## src/verilog/bvs_defines.svh

```systemverilog
// Purpose: Offsets, field positions, reset values and timing counts of the buck voltage register
// Assumes: 200 MHz clock
// Notes: Definitions only
`ifndef BVS_DEFINES_SVH
`define BVS_DEFINES_SVH
`define BVS_BUCK2_OFS 8'h17
`define BVS_BUCK1_OFS 8'h16
`define BVS_APPLY_OFS 8'h1A
`define BVS_BUCK2_RST 8'h99
`define BVS_BUCK1_RST 8'h80
`define BVS_PSKIP_BIT 7
`define BVS_RSVD_BIT 6
`define BVS_CODE_MSB 5
`define BVS_CODE_W 6
`define BVS_APPLY_BIT 0
`define BVS_APPLY_ALT_BIT 1
`define BVS_CLK_MHZ 200
`define BVS_BLANK_MS 5
`define BVS_BLANK_CYC (`BVS_BLANK_MS * 1000 * `BVS_CLK_MHZ)
`define BVS_CODE_KNEE 6'h32
`define BVS_MV_BASE 11'd850
`define BVS_MV_KNEE 11'd1350
`define BVS_MV_STEP_LO 11'd10
`define BVS_MV_STEP_HI 11'd25
`endif

```

## src/verilog/bvs_pkg.sv

```systemverilog
// Purpose: Types of the buck voltage register block
// Assumes: Constants live in bvs_defines.svh
// Notes: None
package bvs_pkg;
	typedef enum logic [1:0] {BVS_IDLE, BVS_BLANK} bvs_blank_t;
	typedef logic [10:0] bvs_mv_t;
endpackage : bvs_pkg

```

## src/verilog/bvs_code_to_mv.sv

```systemverilog
// Purpose: Maps a 6-bit voltage code to millivolts
// Assumes: Two-slope encoding shared by both converters
// Notes: Purely combinational
`timescale 1ns/100ps
`default_nettype none
`include "bvs_defines.svh"
module bvs_code_to_mv
	import bvs_pkg::*;
(
	// Code in
	input wire logic [5:0] code,
	// Millivolts out
	output logic [10:0] mv
);
	always_comb begin
		if (code <= `BVS_CODE_KNEE) begin
			mv = `BVS_MV_BASE + 11'(code) * `BVS_MV_STEP_LO;
		end else begin
			mv = `BVS_MV_KNEE + 11'(code - `BVS_CODE_KNEE) * `BVS_MV_STEP_HI;
		end
	end
endmodule : bvs_code_to_mv
`default_nettype wire

```

## src/verilog/bvs_reg.sv

```systemverilog
// Purpose: Voltage setting register of the second buck converter with apply and blanking
// Assumes: Register port from the management interface decoder, one write pulse per byte
// Notes: Blanking count is a parameter so simulation can shorten it
`timescale 1ns/100ps
`default_nettype none
`include "bvs_defines.svh"
// What this block does
// - Second buck register lives at 0x17, resets to 0x99 (code 19h, 1.100 V).
// - Writes to 0x17 take effect only while the password unlock is satisfied.
// - Any accepted write to 0x17 blanks over/under-voltage supervision for 5 ms.
// - New code reaches the converter only after apply or alternate apply at 0x1A.
// - Bit 7 set permits pulse-skip, clear forces PWM; resets set.
// - Code 0h is 0.850 V, 10 mV steps to 32h, then 25 mV steps.
// - First buck upper codes 24h to 3Fh use the same encoding.
// - Pulse-skip only entered at light load when permitted.
module bvs_reg
	import bvs_pkg::*;
#(
	parameter int unsigned BLANK_CYC = `BVS_BLANK_CYC
)
(
	// Clock and reset
	input wire logic clk,
	input wire logic rst_n,
	// Register port
	input wire logic [7:0] reg_addr,
	input wire logic reg_wr,
	input wire logic [7:0] reg_wdata,
	output logic [7:0] reg_rdata,
	// Password state from the protection logic
	input wire logic unlocked,
	// First buck code as stored elsewhere
	input wire logic [5:0] buck1_voltage_code,
	// Converter status pin, level, asynchronous
	input wire logic light_load,
	// Converter controls
	output logic [5:0] buck2_voltage_code,
	output logic [10:0] buck2_mv,
	output logic [10:0] buck1_mv,
	output logic pulse_skip_active,
	output logic supervisor_blank
);
	typedef struct packed {
		logic [5:0] code;
		logic pskip;
		logic [5:0] applied;
		bvs_blank_t blank;
		logic [31:0] cnt;
		logic [1:0] ll_sync;
		logic pskip_act;
		logic [7:0] rdata;
	} bvs_state_t;

	bvs_state_t s_r;
	bvs_state_t s_nxt;
	logic wr_hit;
	logic apply_hit;
	logic [7:0] reg_value;

	assign wr_hit = reg_wr && reg_addr == `BVS_BUCK2_OFS && unlocked;
	assign apply_hit = reg_wr && reg_addr == `BVS_APPLY_OFS
		&& (reg_wdata[`BVS_APPLY_BIT] || reg_wdata[`BVS_APPLY_ALT_BIT]);
	assign reg_value = {s_r.pskip, 1'b0, s_r.code};

	always_comb begin
		s_nxt = s_r;
		s_nxt.ll_sync = {s_r.ll_sync[0], light_load};
		if (wr_hit) begin
			s_nxt.code = reg_wdata[`BVS_CODE_MSB:0];
			s_nxt.pskip = reg_wdata[`BVS_PSKIP_BIT];
		end
		if (apply_hit) begin
			s_nxt.applied = s_r.code;
		end
		case (s_r.blank)
			BVS_IDLE: begin
				if (wr_hit) begin
					s_nxt.blank = BVS_BLANK;
					s_nxt.cnt = 32'(BLANK_CYC - 1);
				end
			end
			BVS_BLANK: begin
				if (wr_hit) begin
					s_nxt.cnt = 32'(BLANK_CYC - 1);
				end else if (s_r.cnt == 32'h0) begin
					s_nxt.blank = BVS_IDLE;
				end else begin
					s_nxt.cnt = s_r.cnt - 32'h1;
				end
			end
			default: begin
				s_nxt.blank = BVS_IDLE;
			end
		endcase
		s_nxt.pskip_act = s_r.pskip && s_r.ll_sync[1];
		s_nxt.rdata = (reg_addr == `BVS_BUCK2_OFS) ? reg_value : 8'h00;
	end

	always_ff @(posedge clk or negedge rst_n) begin
		if (!rst_n) begin
			s_r.code <= 6'(`BVS_BUCK2_RST & 8'h3F);
			s_r.pskip <= 1'b1;
			s_r.applied <= 6'(`BVS_BUCK2_RST & 8'h3F);
			s_r.blank <= BVS_IDLE;
			s_r.cnt <= 32'h0;
			s_r.ll_sync <= 2'h0;
			s_r.pskip_act <= 1'b0;
			s_r.rdata <= 8'h00;
		end else begin
			s_r <= s_nxt;
		end
	end

	assign reg_rdata = s_r.rdata;
	assign buck2_voltage_code = s_r.applied;
	assign pulse_skip_active = s_r.pskip_act;
	assign supervisor_blank = (s_r.blank == BVS_BLANK);

	bvs_code_to_mv u_mv2 (
		.code(s_r.applied),
		.mv(buck2_mv)
	);

	bvs_code_to_mv u_mv1 (
		.code(buck1_voltage_code),
		.mv(buck1_mv)
	);
endmodule : bvs_reg
`default_nettype wire
```

## config.mk

```make
export PLATFORM = sky130hd
export DESIGN_NAME = bvs_reg
export DESIGN_NICKNAME = d
export VERILOG_FILES = /design/src/verilog/bvs_pkg.sv /design/src/verilog/bvs_code_to_mv.sv /design/src/verilog/bvs_reg.sv
export VERILOG_INCLUDE_DIRS = /design/src /design/src/verilog
export SDC_FILE = /design/constraint.sdc
export NUM_CORES = 1
export LEC_CHECK = 0
export BUFFER_PORTS_ARGS = -buffer_cell sky130_fd_sc_hd__buf_2
export CORE_ASPECT_RATIO = 0.7
export CORE_MARGIN = 5
export CORE_UTILIZATION = 45
export CTS_CLUSTER_SIZE = 8
export DETAILED_ROUTE_END_ITERATION = 7
export SKIP_CTS_REPAIR_TIMING = 1
export SLEW_MARGIN = 20
export SYNTH_ARGS = -nofsm -noshare
export SYNTH_HDL_FRONTEND = slang
export SYNTH_SLANG_ARGS = --single-unit
```

## constraint.sdc

```tcl
create_clock -name clk -period 13.3 [get_ports clk]
set_input_delay 2.66 -clock clk [delete_from_list [all_inputs] [get_ports clk]]
set_output_delay 2.66 -clock clk [all_outputs]
set_load 0.03 [all_outputs]
```

==> results.py <==
metrics = {
    "synth": {
        "synth_cell_type_count": 60,
        "synth_seq_cells": 56,
        "synth_nets": 662,
        "avgSynthCellArea_um2": 8.89,
        "ys_warn_count": 0,
        "syn_inst": 562,
        "synthFlopType": "dfrtp_1",
        "synth-seq-area-share_pct": 28.2,
        "syn_area_um2": 4990,
        "synth_edf_count": 0,
        "synthArstFlopShare_pct": 100,
    },
    "critical_path": {
        "crit_start": "buck1_voltage_code[1]",
        "cp_max_fo": 9,
        "endpoint": "buck1_mv[10]",
        "path_class": "in2out",
        "regToRegEndpoint": "s_r[41]",
        "critPathArrivalTime_ns": 6.23,
        "crit_path_start_kind": "primary input",
        "r2r_setup_slack_ns": 10.87,
        "cp-end-kind": "output pin",
        "ff2ff_path_depth": 6,
        "reg2reg_from": "s_r[21]",
        "worstPathRequired_ns": 10.64,
    },
    "placed_design": {
        "port_buffers": 62,
        "dp_hpwl_um": 7780,
        "gp_congestion": 0.800,
    },
    "drt": {
        "wl_per_cell_um": 13.4,
        "drt_iter0_drc": 178,
        "drc": 0,
        "drt-vias-per-instance": 5.05,
        "dr.pass1.iters": 4,
        "drtAntennaViolNets": 0,
        "dr_total_vias": 3844,
        "wirelength_um": 10200,
    },
    "global_routing": {
        "overflow": 0,
        "grt_pass1_wl_um": 17200,
        "grtUsageTotal_pct": 15.6,
        "grt_max_degree": 57,
        "grt_pass1_vias": 3591,
        "antenna_found_initial": 0,
    },
    "cells_and_area": {
        "finalNetCount": 707,
        "layout_commonest_cell": "ha_1",
        "post-route-util_pct": 50.3,
        "area_growth_pct": 10.2,
        "mostFrequentLayoutCells": "ha_1, buf_2, nand2_1",
        "drive_gt1_share_pct": 15.8,
        "diodes": 0,
    },
    "power_and_ir_drop": {
        "p_sw_share_pct": 36.6,
        "clkPwrFrac_pct": 24.5,
        "power_frac_comb_pct": 38.0,
        "ir_drop_uv": 53.1,
        "leakage_nw": 2.47,
        "seq_power_share_pct": 37.5,
        "power_density_nw_per_um2": 98.3,
        "power.internal_mw": 0.343,
        "p_switching_mw": 0.198,
    },
    "flow_run": {
        "drv_cap": 0,
    },
    "sta": {
        "period_share_pct": 66.9,
        "finalSetupViolCount": 0,
        "finalClockSkew_ns": 0.00560,
        "slew_viol_final": 0,
        "rsz0062_at_grt": "false",
        "finalHoldViolCount": 0,
        "min_period_ns": 8.89,
        "slew_headroom_pct": 29.1,
        "tightest_slew_ns": 1.06,
        "max_freq_mhz": 112,
        "setup_tns_ns": 0,
    },
    "clock_tree": {
        "tritoncts": "yes",
        "clock-sinks": 56,
        "clock_latency_ns": 0.30,
        "cts_buffers": 5,
        "path_clk_slew_ns": 0.07,
        "htreeDepth": 2,
        "clock-root-buffer": "clkbuf_16",
        "cts_buffer_depth": 2,
    },
    "floorplanning": {
        "core-area_um2": 10900,
        "io_pins": 65,
        "row_count": 32,
        "die_h_um": 98.1,
        "die-area_um2": 13300,
        "die_width_um": 136,
        "initial_core_util_pct": 45.7,
    },
    "hold_path": {
        "hold_path_class": "reg2reg",
    },
    "status": {
        "status": "finished clean",
    },
}
## state kept, by name, indices dropped and copies added, names as in the netlist
register            cells
buck2_voltage_code      6
pulse_skip_active       1
reg_rdata               7
reg_value               7
s_nxt                   1
s_r                    34
## cell usage after synthesis, drive strengths merged (5+ instances only)
cell	count	area (um^2)
mux2	6	67.6
xnor2	40	350
dfrtp	49	1230
inv	41	154
nand2	58	218
nor3	15	80.1
nand3	19	100
dfstp	7	184
o21ai	25	125
and2	12	75.1
nor2b	5	31.3
xor2	30	263
nand2b	8	50.1
clkbuf	7	26.3
ha	67	838
a21o	8	60.1
and3	5	31.3
buf	19	128
a21oi	23	115
or3	8	50.1
nor2	44	165
nor4	10	90.1
fa	6	120
## final cells by class
| type | count | area (um^2) |
|---|---|---|
| well taps | 153 | 191 |
| fillers | 1056 | 5430 |
| clock inverters | 2 | 16.3 |
| flip-flops and latches | 56 | 1410 |
| multi-input cells | 439 | 3280 |
| repair buffers | 64 | 325 |
| clock buffers | 6 | 129 |
| inverters | 41 | 154 |
## per-stage QoR
step | std cells | worst slack (ns) | hold slack (ns) | total power [mW] | cell area [um^2]
floorplan | 562 | 4.84 | 0.331 | 0.363 | 4990
global placement | 753 | 4.42 | 0.333 | 0.406 | 5360
detailed placement | 753 | 4.40 | 0.335 | 0.412 | 5360
CTS | 761 | 4.38 | 0.352 | 0.546 | 5500
global route | 761 | 4.11 | 0.360 | 0.580 | 5500
finish | 761 | 4.41 | 0.350 | 0.541 | 5500
## worst min-delay path by stage
stage                   start       to  cells after the start
CTS                 s_nxt[10]  s_r[10]                      0
floorplan           s_nxt[10]  s_r[10]                      0
global route        s_nxt[10]  s_r[10]                      0
global placement    s_nxt[10]  s_r[10]                      0
finish              s_nxt[10]  s_r[10]                      0
detailed placement  s_nxt[10]  s_r[10]                      0
## power by group through the flow
stage / clock [mW] / combinational [mW] / sequential (mW)
after floorplan: 0 / 0.161 / 0.203
after global routing: 0.143 / 0.231 / 0.205
after CTS: 0.135 / 0.208 / 0.203
final: 0.132 / 0.206 / 0.203
after global placement: 0 / 0.201 / 0.205
after detailed placement: 0 / 0.206 / 0.205
## worst max-delay path, cell delays in order
cell and delay, ns:
buf_2 0.19, inv_1 0.10, ha_1 0.27, xor2_1 0.34, inv_1 0.12, ha_1 0.30
inv_1 0.04, ha_1 0.29, a21o_1 0.17, ha_1 0.27, ha_1 0.37, nand3_1 0.11
o211ai_1 0.13, o41ai_1 0.35, xnor2_1 0.12, a32oi_1 0.16, buf_2 0.23
## per-layer routing
| layer | wire, um | global-route usage (%) | vias to the layer above |
|---|---|---|---|
| met5 | 0 | 0 | - |
| met4 | 70 | 2.79 | 0 |
| met3 | 488 | 3.40 | 7 |
| met2 | 4250 | 22.7 | 66 |
| met1 | 5350 | 23.9 | 1760 |
| li1 | - | - | 2011 |
## kinds of logic (layout without fill, tap and decap cells)
family	Yosys count	after routing	synth area share [%]
buffers and inverters	67	113	6.16
AOI/OAI and AO/OA	88	88	11.9
muxes	10	10	2.15
adders and majority gates	73	73	19.2
and+or+nand+nor	197	197	20.0
other	1	1	0.0751
DFF	56	56	28.2
xor gates and xnor gates	70	70	12.3
(Power assumes the default switching activity.)
